### config.mk
export PLATFORM = sky130hd
export DESIGN_NAME = ea_decoder
export DESIGN_NICKNAME = d
export VERILOG_FILES = /design/src/inc/ea_decode_pkg.sv /design/src/design/ea_decoder.sv
export SDC_FILE = /design/constraint.sdc
export NUM_CORES = 1
export LEC_CHECK = 0
export BUFFER_PORTS_ARGS = -buffer_cell sky130_fd_sc_hd__buf_4
export CAP_MARGIN = 20
export CELL_PAD_IN_SITES_DETAIL_PLACEMENT = 0
export CELL_PAD_IN_SITES_GLOBAL_PLACEMENT = 1
export CORE_MARGIN = 4
export CORE_UTILIZATION = 39
export CTS_CLUSTER_DIAMETER = 80
export DETAILED_ROUTE_END_ITERATION = 8
export PLACE_DENSITY_LB_ADDON = 0.1
export SYNTH_ARGS = -nofsm -noshare
export SYNTH_HDL_FRONTEND = slang
export SYNTH_SLANG_ARGS = --single-unit
export TNS_END_PERCENT = 50
### constraint.sdc
create_clock -name clk_i -period 2.7 [get_ports clk_i]
set_input_delay 0.405 -clock clk_i [delete_from_list [all_inputs] [get_ports clk_i]]
set_output_delay 0.405 -clock clk_i [all_outputs]
set_load 0.05 [all_outputs]
### src/inc/ea_decode_pkg.sv
// Constants and types for the general-format operand decoder
package ea_decode_pkg;
    // Addressing-mode prefixes, upper four bits of the first byte
    localparam logic [3:0] PFX_REG_DIRECT  = 4'hA;
    localparam logic [3:0] PFX_PREDEC      = 4'hB;
    localparam logic [3:0] PFX_POSTINC     = 4'hC;
    localparam logic [3:0] PFX_REG_IND     = 4'hD;
    localparam logic [3:0] PFX_DISP8       = 4'hE;
    localparam logic [3:0] PFX_DISP16      = 4'hF;
    localparam logic [3:0] PFX_ABS8        = 4'h0;
    localparam logic [3:0] PFX_ABS16       = 4'h1;
    // Low three bits that complete an absolute mode byte
    localparam logic [2:0] ABS_LOW_BITS    = 3'h5;
    // Immediate mode bytes
    localparam logic [7:0] IMM8_BYTE       = 8'h04;
    localparam logic [7:0] IMM16_BYTE      = 8'h0C;
    // Field positions in the mode byte
    localparam int         SIZE_BIT_POS    = 3;
    localparam int         REG_MSB         = 2;
    // Opcode prefix of general add, upper five bits
    localparam logic [4:0] OP_ADD_PREFIX   = 5'h04;
    localparam logic [7:0] BYTE_RESET      = 8'h00;
    localparam logic [15:0] WORD_RESET     = 16'h0000;
    localparam logic [2:0] REG_RESET       = 3'h0;
    // Extension byte counts after the mode byte
    localparam logic [1:0] EXT_NONE        = 2'h0;
    localparam logic [1:0] EXT_ONE         = 2'h1;
    localparam logic [1:0] EXT_TWO         = 2'h2;

    typedef enum logic [3:0] {
        MODE_REG_DIRECT = 4'h0,
        MODE_REG_IND    = 4'h1,
        MODE_DISP8      = 4'h2,
        MODE_DISP16     = 4'h3,
        MODE_PREDEC     = 4'h4,
        MODE_POSTINC    = 4'h5,
        MODE_ABS8       = 4'h6,
        MODE_ABS16      = 4'h7,
        MODE_IMM8       = 4'h8,
        MODE_IMM16      = 4'h9,
        MODE_NONE       = 4'hF
    } addr_mode_t;

    typedef enum logic [1:0] {
        ST_MODE   = 2'b00,
        ST_EXT_HI = 2'b01,
        ST_EXT_LO = 2'b10,
        ST_OPCODE = 2'b11
    } dec_state_t;
endpackage : ea_decode_pkg

### src/design/ea_decoder.sv
// General-format operand decoder: mode byte, extension bytes, opcode byte
//
// What this block does
// [RQ1] Mode byte, extension high-then-low, then opcode
// [RQ2] Decode direct, predecrement, postincrement, displacement modes
// [RQ3] 1101 is register indirect; 00100 opcode adds
// [RQ4] 0000/0001 Sz 101 are short/long absolute
// [RQ5] Size bit clear byte, set word
// [RQ6] Register field picks R0..R7; byte uses low
// [RQ7] Unknown mode byte flags illegal instruction
`timescale 1ns/10ps
module ea_decoder
    import ea_decode_pkg::*;
(
    input  wire logic       clk_i,
    input  wire logic       srst_i,
    input  wire logic [7:0] byte_i,
    input  wire logic       byte_valid_i,
    output logic            byte_ready_o,
    output logic            decode_valid_o,
    input  wire logic       decode_ready_i,
    output logic [3:0]      addr_mode_o,
    output logic            operand_size_bit_o,
    output logic            byte_lane_only_o,
    output logic [2:0]      source_register_field_o,
    output logic [15:0]     extension_o,
    output logic [7:0]      operation_code_field_o,
    output logic            is_general_add_o,
    output logic [2:0]      dest_register_o,
    output logic            illegal_o
);

    dec_state_t  state_q;
    addr_mode_t  mode_q;
    logic        size_q;
    logic [2:0]  reg_q;
    logic [15:0] ext_q;
    logic [7:0]  op_q;
    logic        out_valid_q;
    logic        illegal_q;
    logic        lane_q;
    logic        add_q;
    logic [2:0]  rd_q;

    // Mode byte classification
    function automatic addr_mode_t classify(input logic [7:0] b);
        addr_mode_t m;
        m = MODE_NONE;
        case (b[7:4])
            PFX_REG_DIRECT: m = MODE_REG_DIRECT;
            PFX_PREDEC:     m = MODE_PREDEC;
            PFX_POSTINC:    m = MODE_POSTINC;
            PFX_REG_IND:    m = MODE_REG_IND;
            PFX_DISP8:      m = MODE_DISP8;
            PFX_DISP16:     m = MODE_DISP16;
            PFX_ABS8: begin
                if (b[2:0] == ABS_LOW_BITS) begin
                    m = MODE_ABS8;
                end else if (b == IMM8_BYTE) begin
                    m = MODE_IMM8;
                end else if (b == IMM16_BYTE) begin
                    m = MODE_IMM16;
                end
            end
            PFX_ABS16: begin
                if (b[2:0] == ABS_LOW_BITS) begin
                    m = MODE_ABS16;
                end
            end
            default: m = MODE_NONE;
        endcase
        return m;
    endfunction : classify

    // Number of extension bytes per mode: 0, 1 or 2
    function automatic logic [1:0] ext_count(input addr_mode_t m);
        logic [1:0] n;
        n = EXT_NONE;
        case (m)
            MODE_DISP8, MODE_ABS8, MODE_IMM8:    n = EXT_ONE;
            MODE_DISP16, MODE_ABS16, MODE_IMM16: n = EXT_TWO;
            default:                             n = EXT_NONE;
        endcase
        return n;
    endfunction : ext_count

    // Mode byte that matched no addressing mode
    function automatic logic is_unknown(input addr_mode_t m);
        return m == MODE_NONE;
    endfunction : is_unknown

    // Opcode byte of a general add
    function automatic logic is_add_op(input logic [7:0] b);
        return b[7:3] == OP_ADD_PREFIX;
    endfunction : is_add_op

    addr_mode_t in_mode;
    logic       take;
    assign in_mode      = classify(byte_i);
    assign byte_ready_o = !out_valid_q;
    assign take         = byte_valid_i && !out_valid_q;

    // Sequencing of the byte stream
    always_ff @(posedge clk_i) begin
        if (srst_i) begin
            state_q <= ST_MODE;
        end else if (take) begin
            case (state_q)
                ST_MODE: begin
                    if (is_unknown(in_mode)) begin
                        state_q <= ST_MODE; // RQ7
                    end else if (ext_count(in_mode) == EXT_TWO) begin
                        state_q <= ST_EXT_HI; // RQ1
                    end else if (ext_count(in_mode) == EXT_ONE) begin
                        state_q <= ST_EXT_LO; // RQ1
                    end else begin
                        state_q <= ST_OPCODE;
                    end
                end
                ST_EXT_HI: state_q <= ST_EXT_LO;
                ST_EXT_LO: state_q <= ST_OPCODE;
                ST_OPCODE: state_q <= ST_MODE;
                default:   state_q <= ST_MODE;
            endcase
        end
    end

    // Mode byte classification result
    always_ff @(posedge clk_i) begin
        if (srst_i) begin
            mode_q <= MODE_NONE;
        end else if (take && state_q == ST_MODE) begin
            mode_q <= in_mode; // RQ2 RQ3 RQ4
        end
    end

    // Operand size and byte-lane selection
    always_ff @(posedge clk_i) begin
        if (srst_i) begin
            size_q <= 1'b0;
            lane_q <= 1'b1;
        end else if (take && state_q == ST_MODE) begin
            size_q <= byte_i[SIZE_BIT_POS]; // RQ5
            lane_q <= !byte_i[SIZE_BIT_POS]; // RQ6
        end
    end

    // Source register number
    always_ff @(posedge clk_i) begin
        if (srst_i) begin
            reg_q <= REG_RESET;
        end else if (take && state_q == ST_MODE) begin
            reg_q <= byte_i[REG_MSB:0]; // RQ6
        end
    end

    // Extension bytes, high byte first; single byte lands low
    always_ff @(posedge clk_i) begin
        if (srst_i) begin
            ext_q <= WORD_RESET;
        end else if (take) begin
            if (state_q == ST_MODE) begin
                ext_q <= WORD_RESET;
            end else if (state_q == ST_EXT_HI) begin
                ext_q <= {byte_i, BYTE_RESET}; // RQ1
            end else if (state_q == ST_EXT_LO) begin
                ext_q <= {ext_q[15:8], byte_i}; // RQ1
            end
        end
    end

    // Result handshake and illegal flag
    always_ff @(posedge clk_i) begin
        if (srst_i) begin
            out_valid_q <= 1'b0;
            illegal_q   <= 1'b0;
        end else if (out_valid_q) begin
            if (decode_ready_i) begin
                out_valid_q <= 1'b0;
            end
        end else if (take) begin
            if (state_q == ST_OPCODE) begin
                out_valid_q <= 1'b1;
                illegal_q   <= 1'b0;
            end else if (state_q == ST_MODE && is_unknown(in_mode)) begin
                out_valid_q <= 1'b1;
                illegal_q   <= 1'b1; // RQ7
            end
        end
    end

    // Opcode byte and its add decode; cleared for an illegal mode byte
    always_ff @(posedge clk_i) begin
        if (srst_i) begin
            op_q  <= BYTE_RESET;
            add_q <= 1'b0;
            rd_q  <= REG_RESET;
        end else if (take) begin
            if (state_q == ST_OPCODE) begin
                op_q  <= byte_i; // RQ1
                add_q <= is_add_op(byte_i); // RQ3
                rd_q  <= byte_i[2:0]; // RQ3
            end else if (state_q == ST_MODE && is_unknown(in_mode)) begin
                op_q  <= BYTE_RESET;
                add_q <= 1'b0;
                rd_q  <= REG_RESET;
            end
        end
    end

    // Outputs straight from flops
    assign decode_valid_o          = out_valid_q;
    assign addr_mode_o             = mode_q;
    assign operand_size_bit_o      = size_q; // RQ5
    assign byte_lane_only_o        = lane_q; // RQ6
    assign source_register_field_o = reg_q;
    assign extension_o             = ext_q;
    assign operation_code_field_o  = op_q;
    assign illegal_o               = illegal_q;
    assign is_general_add_o        = add_q; // RQ3
    assign dest_register_o         = rd_q; // RQ3

endmodule : ea_decoder

==> Word-level counts from Yosys, hierarchy flattened <==
Index checks and enable logic that the tools add are counted.
{ "classes": {"muxes": 35, "bitwise": 1, "reduce_logical": 16, "n_eq_ne": 23} }
{ "ops": {"columns": ["op", "count"], "rows": [
  ["$eq 4x4->1 const B", 9],
  ["$mux 16", 2],
  ["$pmux 4 s8", 1],
  ["$mux 8", 3],
  ["$mux 2", 11],
  ["$mux 3", 4],
  ["$mux 1", 10],
  ["$eq 4x2->1 const B", 2],
  ["$eq 4x3->1 const B", 2],
  ["$eq 8x3->1 const B", 1],
  ["$eq 8x4->1 const B", 1],
  ["$mux 4", 2],
  ["$pmux 2 s4", 1],
  ["$eq 2x2->1 const B", 3],
  ["$reduce_and 2->1", 3],
  ["$reduce_or 3->1", 2],
  ["$eq 5x3->1 const B", 1],
  ["$eq 2x1->1 const B", 2],
  ["$eq 4x1->1 const B", 1],
  ["$logic_not 4->1", 1],
  ["$pmux 2 s2", 1],
  ["$reduce_bool 2->1", 2],
  ["$eq 3x3->1 const B", 1],
  ["$logic_and 1x1->1", 3],
  ["5 further kinds", 6]
]} }
{ "word_totals": {"word_cells": 87, "register_bits": 41, "input_bits": 12, "out_inout_bits": 40} }

==> Logic depth before layout (Yosys ltp) <==
Gate-level depths: netlist of the first run.
{ "depth": {"word_depth": 23, "depth_mapped": 8, "ltp_nobuf": 6} }

==> Worst setup path after synthesis of the first run <==
OpenSTA, ideal clock, no wires.
{ "synth_timing": {"path_type": "reg2reg", "startpoint": "register state_q[0]", "endpoint": "register op_q[3] (netlist: operation_code_field_o[3])", "arrival_ns": 1.694, "synth_period_minus_slack_ns": 1.811, "stages_incl_launch_ff": 8, "required_time_ns": 2.583, "path_buffers": 1, "setup_slack_ns": 0.889, "setup_ns": 0.117, "cell_sequence": "dfxtp_1 -> inv_1 -> ha_1 -> clkbuf_1 -> nand3b_1 -> a311oi_2 -> nor3_2 -> a22o_1"} }
{ "synth_between": {"elab_chain_len": 4, "word_cells_on_any_way": 6, "classes_between": "eq/ne: 1; mux: 1; reduce/logical: 4"} }
{ "synth_lines": {"columns": ["element", "line_no", "source"], "rows": [
  ["from (decl)", "ea_decoder.sv:33", "dec_state_t state_q;"],
  ["from (signal assigned)", "ea_decoder.sv:106", "state_q <= ST_MODE;"],
  ["from (signal assigned)", "ea_decoder.sv:111", "state_q <= ST_MODE;"],
  ["from (signal assigned)", "ea_decoder.sv:113", "state_q <= ST_EXT_HI;"],
  ["$logic_not 2->1", "ea_decoder.sv:203", "end else if (state_q == ST_MODE && is_unknown(in_mode)) begin"],
  ["$logic_and 1x1->1", "ea_decoder.sv:203", null],
  ["$reduce_bool 2->1 (no source line)", null, null],
  ["$reduce_and 2->1 (no source line)", null, null],
  ["to (signal assigned)", "ea_decoder.sv:200", "op_q <= byte_i;"],
  ["to (decl)", "ea_decoder.sv:38", "logic [7:0] op_q;"]
]} }
Parallel ways exist; a longest one is shown, timed or not.
A chain may end at the register's enable or synchronous reset.

==> Final worst setup path of the first run <==
{ "layout_timing": {"startpoint": "register state_q[0]", "endpoint": "register op_q[2] (netlist: operation_code_field_o[2])"} }
The elaborated chain is that of the path after synthesis.

==> impl.org, run 1 <==
** Worst setup path
- Of all nets on the critical path, the largest fanout is 16.
- Worst path arrival time :: roughly 2.3 ns
- Endpoint class of the critical path :: flip-flop
- STA classifies the critical path startpoint as a flip-flop.
- Cell with the largest stage delay on the worst path :: a311oi_2
- Cells traversed along the worst timing path :: inv_1 -> ha_1 -> nand3b_1 -> buf_4 -> a311oi_2 -> nor3_2 -> a22o_1
- The critical path in this run is classified as reg2reg.
- Data required, critical path :: 2.88 ns
- In this design, the stage delay of the slowest critical-path cell is around 0.5 ns.

** Drt
- Final wirelength :: 4421 um
- In the routed design, unresolved DRC markers number 0.
- The detailed router placed 1,492 vias in this run.
- In this run the remaining antenna-violating nets after routing total 0.
- Before antenna repair, the detailed router went through 4 iterations.
- Iteration-0 DRC Markers :: 76
- Dividing the detail-routed wire length by the instance count gives 15.79 um.
- Via density per instance :: about 5.3

** Timing
- Setup Viol. Count Final :: 0
- Setup repair after global routing left no endpoint under its margin.
- At the pin with the least slew margin, the transition time is between 0.6 and 0.7 ns.
- The clock arrives with 0.006322 ns of skew.
- In this run the tightest slew margin relative to its limit is 57.07%.
- Once routing completed, OpenROAD measured the worst setup slack at 0.6315 ns.
- Highest Clock Rate :: just under 500 MHz
- The worst path uses 76.61% of the clock period.
- Final Hold Violating Endpoints :: 0
- The count of pins over their slew limit came to 0.
- Min cycle time layout :: 2.068 ns
- Sum Neg Setup Slack :: 0 ns

** Synth
- During synthesis, Yosys emitted a total of 0 warnings.
- Summing the areas of all and, or, nand and nor instances in the mapped netlist gives 20.78% of the synthesized area.
- Net count of the mapped netlist :: between 200 and 250
- Synthesis produced 187 cells.
- Post-synth ARST share :: 0%
- Summed over its instances, the top area cell type makes up 45.61% of the synthesized netlist area.
- Yosys mapped a number of flops with a built-in enable equal to 0.
- After synthesis, the most frequently instantiated cells are dfxtp_1, nor2_1, nand2_1.
- Seq/Total Area, Yosys :: 45.61%
- In this run, distinct cell masters in the synthesized netlist total 42.
- Among all cell types in the netlist, the one instantiated most often is dfxtp_1.
- Combinational family with the most area after synthesis :: compound AO/OA/AOI/OAI gates
- Compound-gate portion of the synthesized area :: 21.98%
- Biggest area contributors in the synthesized netlist :: dfxtp_1, a21oi_1, nor2_1, a22o_1, nand2_1
- Xor-xnor portion of the synthesized cell area :: 0.5251%
- Most common flop cell mapped by yosys :: dfxtp_1
- Adder-Cell Fraction of Synth Area :: 3.001%
- Counting flops and latches in the post-synthesis netlist gives 38.
- Average cell area after synthesis :: 8.919 um2
- Summed instance area of the synthesized netlist :: 0.001668 mm2
- Share of cell area taken by muxes after synthesis :: 0.6002%
- Of all cell types, the one taking the most synthesized area is dfxtp_1.

** Power
- In this run the power spent charging and discharging nets is 440.1 uW.
- Dividing total power by cell area gives a power density of 627.3 mW/mm2.
- Combinational cells account for 23.8% of the total power.
- In this run switching power makes up 33.02% of total power.
- The internal power of the cells totals 892.6 uW.
- Maximum vdd drop :: 0.0003145 V
- Seq pwr share :: 45.6%
- Power share of the clock group :: 30.5%
- The completed layout was analyzed and its total power is 1333 uW.
- Static leakage :: 0.0008894 uW

** Floorplanning
- IO Count :: 52
- The die is 73.40 um tall.
- From left edge to right edge, the die measures 73.40 um.
- In this run the standard cell core region covers ~0.0041 mm2.
- Once the floorplan was initialized, standard cells occupied 41.10% of the core.
- The die covers 0.005387 mm2.
- Num rows :: 23

** CTS
- Counting along the longest clock path gives a buffer depth of 2.
- TritonCTS built the clock tree.
- TritonCTS created 5 clock buffers.
- PostCTS Resize Cnt :: 0
- The H-tree was split into 2 levels.
- Reg clk slew, reported paths :: around 0.080 ns
- For the worst-skew pair, the clock arrives at the later sink with an insertion delay of between 0.2 and 0.3 ns.
- Quantity of hold-fixing buffers added after cts :: 0
- Sink Count :: 38
- Post-CTS setup buffers :: 0
- CTS root buffer :: clkbuf_8

** GRT
- The via count of the first global-routing pass was 1,395.
- The number of antenna violations at the first check in global routing was 0.
- Remaining global-route overflow :: 0
- Pin count of the biggest net entering global routing :: 35
- The first global-routing pass estimated approximately 7100 um of wire.
- Overall track demand over capacity in global routing :: about 17%

** Finish
- Fill cells in the final layout number 374.
- Number of antenna repair diodes :: 0
- Count of placed standard cells in the final layout, fillers left out :: 280
- The final layout contains roughly 250 nets.
- Relative to the synthesized area, the layout overhead comes to 27.38%.
- Of the cells placed in the final design, the portion with a size suffix greater than 1 is 30.43%.

** Outcome
- The flow ran to the end, and the final reports show no timing, DRC or antenna violations.

** Placed design
- Port buffering added 51 buffers.
- Dpl hpwl :: 3148 um
- Gpl congestion :: 0.7458
- Timing analysis after detailed placement gives a worst setup slack of about 0.68 ns.
- After detailed placement, the design holds a cell count of between 200 and 300.

** Flow run
- Number of max-cap violations :: 0

** Hold path
- In this run the worst hold path is classified as in2reg.
layout by cell type (no fill, tap or decap), drive strengths merged:
cell,n
and3,1
mux2i,1
nor3b,1
nand3b,2
clkinvlp,1
a21oi,16
xor2,1
o21a,2
or3b,1
or2,1
ha,4
nand4,1
a31oi,1
o21ai,3
clkbuf,6
nand2,17
a22oi,8
or4,2
nor3,4
a2111oi,2
nor2,20
a211o,2
clkinv,1
nor4,2
nand3,10
nand2b,3
o32ai,1
and2,1
a22o,8
o41ai,1
buf,53
inv,7
dfxtp,38
nor2b,3
a311oi,2
a221o,3
flip-flops by register name (all words and copies together), names as in the netlist:
register,cells
is_general_add_o,1
source_register_field_o,3
addr_mode_o,4
byte_lane_only_o,1
state_q,2
illegal_o,1
operand_size_bit_o,1
operation_code_field_o,8
decode_valid_o,1
extension_o,16
kinds of logic (layout without fill, tap and decap cells):
kind of cell               after synthesis  in the layout
AOI/OAI and AO/OA                       49             49
buffers and inverters                   25             68
adders and majority gates                4              4
xor gates and xnor gates                 1              1
muxes                                    1              1
DFF                                     38             38
and+or+nand+nor                         69             69
per-stage QoR:
stage	util [%]	hold WS, ns	area (um2)
floorplan	-	0.5307	1668
global placement	50.02	0.4438	2029
detailed placement	50.02	0.4444	2029
CTS	52.36	0.4007	2125
global route	52.36	0.4091	2125
finish	52.36	0.4030	2125
critical path: cells and delay by family (launching register included):
kind | cells | cell delay, ns
AOI/OAI and AO/OA | 2 | 0.78
DFF | 1 | 0.35
buffers and inverters | 2 | 0.31
and+or+nand+nor | 2 | 0.28
adders and majority gates | 1 | 0.25
layout make-up:
cell class | instances | area [um2] | area share (%)
Timing Repair Buffer | 53 | 397.9 | 18.73
Tap cell | 50 | 62.56 | 2.945
Sequential cell | 38 | 760.7 | 35.81
Multi-Input combinational cell | 124 | 782.0 | 36.81
Clock inverter | 2 | 12.51 | 0.5889
Clock buffer | 6 | 82.58 | 3.887
Inverter | 7 | 26.28 | 1.237
power by group through the flow:
stage                     clock (uW)  combinational [uW]  sequential, uW
after CTS                        421                 319             608
after floorplan                    0                 138             707
after detailed placement           0                 318             622
final                            407                 318             608
after global placement             0                 313             620
after global routing             440                 342             612
final timing paths:
path | from | end | slack, ns | cells past startpoint
max | state_q[0]$_SDFFE_PP0P_ | operation_code_field_o[2]$_SDFFE_PP0P_ | 0.63 | 7
min | byte_i[2] | operation_code_field_o[2]$_SDFFE_PP0P_ | 0.40 | 2
max reg2reg | state_q[0]$_SDFFE_PP0P_ | operation_code_field_o[2]$_SDFFE_PP0P_ | 0.63 | 7
min reg2reg | extension_o[0]$_SDFFE_PP0P_ | extension_o[0]$_SDFFE_PP0P_ | 0.45 | 2
per-layer routing:
metal / vias up / wire, um / share of wire (%) / global-route usage [%]
met1: 698 / 1994 / 45 / 20.57
met4: 0 / 28 / 0.63 / 5.030
li1: 744 / - / - / -
met2: 46 / 2103 / 48 / 29.10
met3: 4 / 295 / 6.7 / 4.788
met5: - / 0 / 0 / 0
Power figures use the tool's default switching activity.
==> run 2: changes to the inputs <==
CORE_UTILIZATION = 33   (was 39)
clock period = 1.9 ns   (was 2.7 ns; I/O delays follow)
==> impl.org, run 2 (synthesis results as in run 1) <==
** CTS
- CTS root buffer :: clkbuf_8
- CTS buffer count :: 5
- TritonCTS clock tree :: yes
- The longest clock path from root to sink contains 2 buffers.
- The H-tree was split into 2 levels.
- Post-CTS setup buffers :: 0
- At the later pin of the worst-skew pair, clock insertion delay measures 0.29 ns.
- Reg clk slew, reported paths :: roughly 0.07 ns
- Quantity of hold-fixing buffers added after cts :: 0
- In this run, post-CTS repair resized a total of 0 instances.
- Sink Count :: 38

** GRT
- The first global-routing pass estimated between 7000 and 8000 um of wire.
- Overall track demand over capacity in global routing :: 15.34%
- Entering global routing, the biggest net connects 35 pins.
- Number of antenna violations at the first check in global routing :: 0
- Number of global-route vias before repair :: between 1k and 1.5k
- Global routing finished with a remaining overflow of 0.

** Worst setup path
- Worst reg2reg setup slack :: 0.19 ns
- For the worst flop-to-flop path, the logic depth is 6.
- The worst register-to-register path begins at state_q[0]$_SDFFE_PP0P_.
- Cells traversed along the worst timing path :: inv_1 -> ha_2 -> nand3b_1 -> a311oi_2 -> nor3_2 -> a22o_1
- Data on the critical path arrives at its endpoint at 1.89 ns.
- Crit-path max cell delay :: between 0.3 and 0.4 ns
- The worst setup path is of the reg2reg kind.
- R2r endpoint :: operation_code_field_o[2]$_SDFFE_PP0P_
- Startpoint type of the worst setup path :: flip-flop
- Counting both buffers and inverters, the worst setup path holds a total of 1.
- Cell with the largest stage delay on the worst path :: dfxtp_1
- Data required, critical path :: 2.08 ns
- The kind of cell with the highest combined delay along the critical path is compound AO/OA/AOI/OAI gates.
- Of all nets on the critical path, the largest fanout is 8.
- STA classifies the critical path endpoint as a flip-flop.

** Hold path
- Hold-critical path depth :: 2
- Hold Crit Start :: byte_i[2]
- The tightest min-delay check is of the in2reg type.
- End point of the most critical hold path :: operation_code_field_o[2]$_SDFFE_PP0P_

** Placed design
- Gpl congestion :: roughly 0.9
- In this run the cell area measured after placement is ~0.0021 mm2.
- Detailed placement ended at an HPWL of about 3300 um.
- During placement, the flow inserted port buffers numbering 51.

** Timing
- At the pin with the least slew margin, the transition time is 0.5387 ns.
- Setup Viol. Count Final :: 0
- The count of final hold-check violations came to 0.
- Setup repair after global routing left no endpoint under its margin.
- Relative max-transition margin :: 63.89%
- The count of pins over their slew limit is 0.
- Subtracting the final worst setup slack from the clock period gives 1.707 ns.
- Across the routed clock network, the largest skew measured is 0.004012 ns.
- Setup total negative slack on the finished layout was measured at 0 ns.
- For this run, the top clock speed supported by timing is 585.7 MHz.
- In the finished design, the share of the clock period the worst path needs comes to 89.86%.

** Finish
- The register with the most flip-flops in the layout has 16 of them.
- Layout cell share with drive strength beyond 1 :: 32.34%
- The layout has just under 500 filler cells.
- The sequential cells in the finished layout cover a total of ~760 um2.
- Measured on the finished design, the core utilization comes to 45.38%.
- Footprint of the multi-input gates :: 784.5 um2
- With fillers left out, the area of the finished cells amounts to 0.002186 mm2.
- Top library cells by usage in the layout, fill and taps aside :: buf_4, dfxtp_1, nor2_1, nand2_1, a21oi_1
- Compared with the post-synthesis result, the final layout area differs by 31.06%.
- Most common library cell in the layout ignoring fill and taps :: buf_4
- Number of antenna repair diodes :: 0
- The net count of the finished layout is between 200 and 300.

** Flow run
- Across the run, the number of max-cap violations was 0.

** Drt
- The final layout contains routed wiring with a total length of 4602 um.
- Avg WL per Cell :: 15.24 um
- Via density per instance :: 4.881
- Total via count after detailed routing :: 1,474
- Iteration-0 DRC Markers :: 127
- Antenna viol nets, final :: 0
- DRC violation count after routing :: 0
- The first TritonRoute pass finished after 4 iterations.

** Power
- Power spread over the standard cell area amounts to 875.5 mW/mm2.
- IR analysis of the VDD net gives a maximum drop of 0.0003422 V.
- Summed over all cells, the static leakage comes to 0.0009139 uW.

** Outcome
- The run finished with clean final reports.

** Floorplanning
- IO Count :: 52
- In this run the horizontal extent of the chip is roughly 79 um.
- Num rows :: 25
- Starting density of the core :: 34.62%
- The die is 79.09 um tall.
- CORE AREA :: 0.004817 mm2
- Die Outline Area :: 0.006255 mm2
## run 2: cell types whose count changed in the layout (fill, tap and decap cells not counted), sizes merged
cell and change:
buf +5
## run 2: per-layer routing
layer / part of all wire [%] / global-route usage [%] / wire length [um]
met3: 5.6 / 4.649 / 256
met2: 47 / 23.23 / 2172
met4: 1.4 / 6.701 / 65
met5: 0 / 0 / 0
met1: 46 / 20.08 / 2106
## run 2: metrics by stage
| stage | worst slack [ns] | std cells | hold WS [ns] | power, uW |
|---|---|---|---|---|
| finish | 0.1927 | 302 | 0.2658 | 1914 |
| global route | 0.05543 | 302 | 0.2754 | 2033 |
| CTS | 0.09857 | 302 | 0.2533 | 1941 |
| detailed placement | 0.1124 | 294 | 0.4482 | 1355 |
| global placement | 0.1614 | 294 | 0.4440 | 1350 |
| floorplan | 0.08921 | 187 | 0.4107 | 1202 |
## run 2: worst max path at each step
| stage | startpoint | to | slack, ns | cells past startpoint |
|---|---|---|---|---|
| 2_1_floorplan | state_q[0]$_SDFFE_PP0P_ | operation_code_field_o[3]$_SDFFE_PP0P_ | 0.09 | 7 |
| 3_3_place_gp | byte_i[1] | addr_mode_o[1]$_SDFFE_PP1P_ | 0.16 | 4 |
| 3_5_place_dp | state_q[0]$_SDFFE_PP0P_ | operation_code_field_o[4]$_SDFFE_PP0P_ | 0.11 | 6 |
| 4_1_cts | state_q[0]$_SDFFE_PP0P_ | operation_code_field_o[4]$_SDFFE_PP0P_ | 0.1 | 6 |
| 5_1_grt | state_q[1]$_SDFFE_PP0P_ | state_q[0]$_SDFFE_PP0P_ | 0.06 | 5 |
| 6_report | state_q[0]$_SDFFE_PP0P_ | operation_code_field_o[2]$_SDFFE_PP0P_ | 0.19 | 6 |
## run 2: final cells by class
type	instances	area share, %
repair buffers	58	19.92
well taps	67	3.835
clock inverters	2	0.5724
inverters	7	1.202
flip-flops and latches	38	34.80
clock buffers	6	3.778
multi-input cells	124	35.89
## run 2: worst register-to-register path: stages, from the launching register on
cell and delay (ns):
dfxtp_1 0.35, inv_1 0.12, ha_2 0.24, nand3b_1 0.15, a311oi_2 0.33, nor3_2 0.16
a22o_1 0.26
## run 2: power by group
group	switching (uW)	internal (uW)	total (uW)
clock network	287	292	578
registers	26.2	838	864
logic	318	154	472
total	630	1280	1910
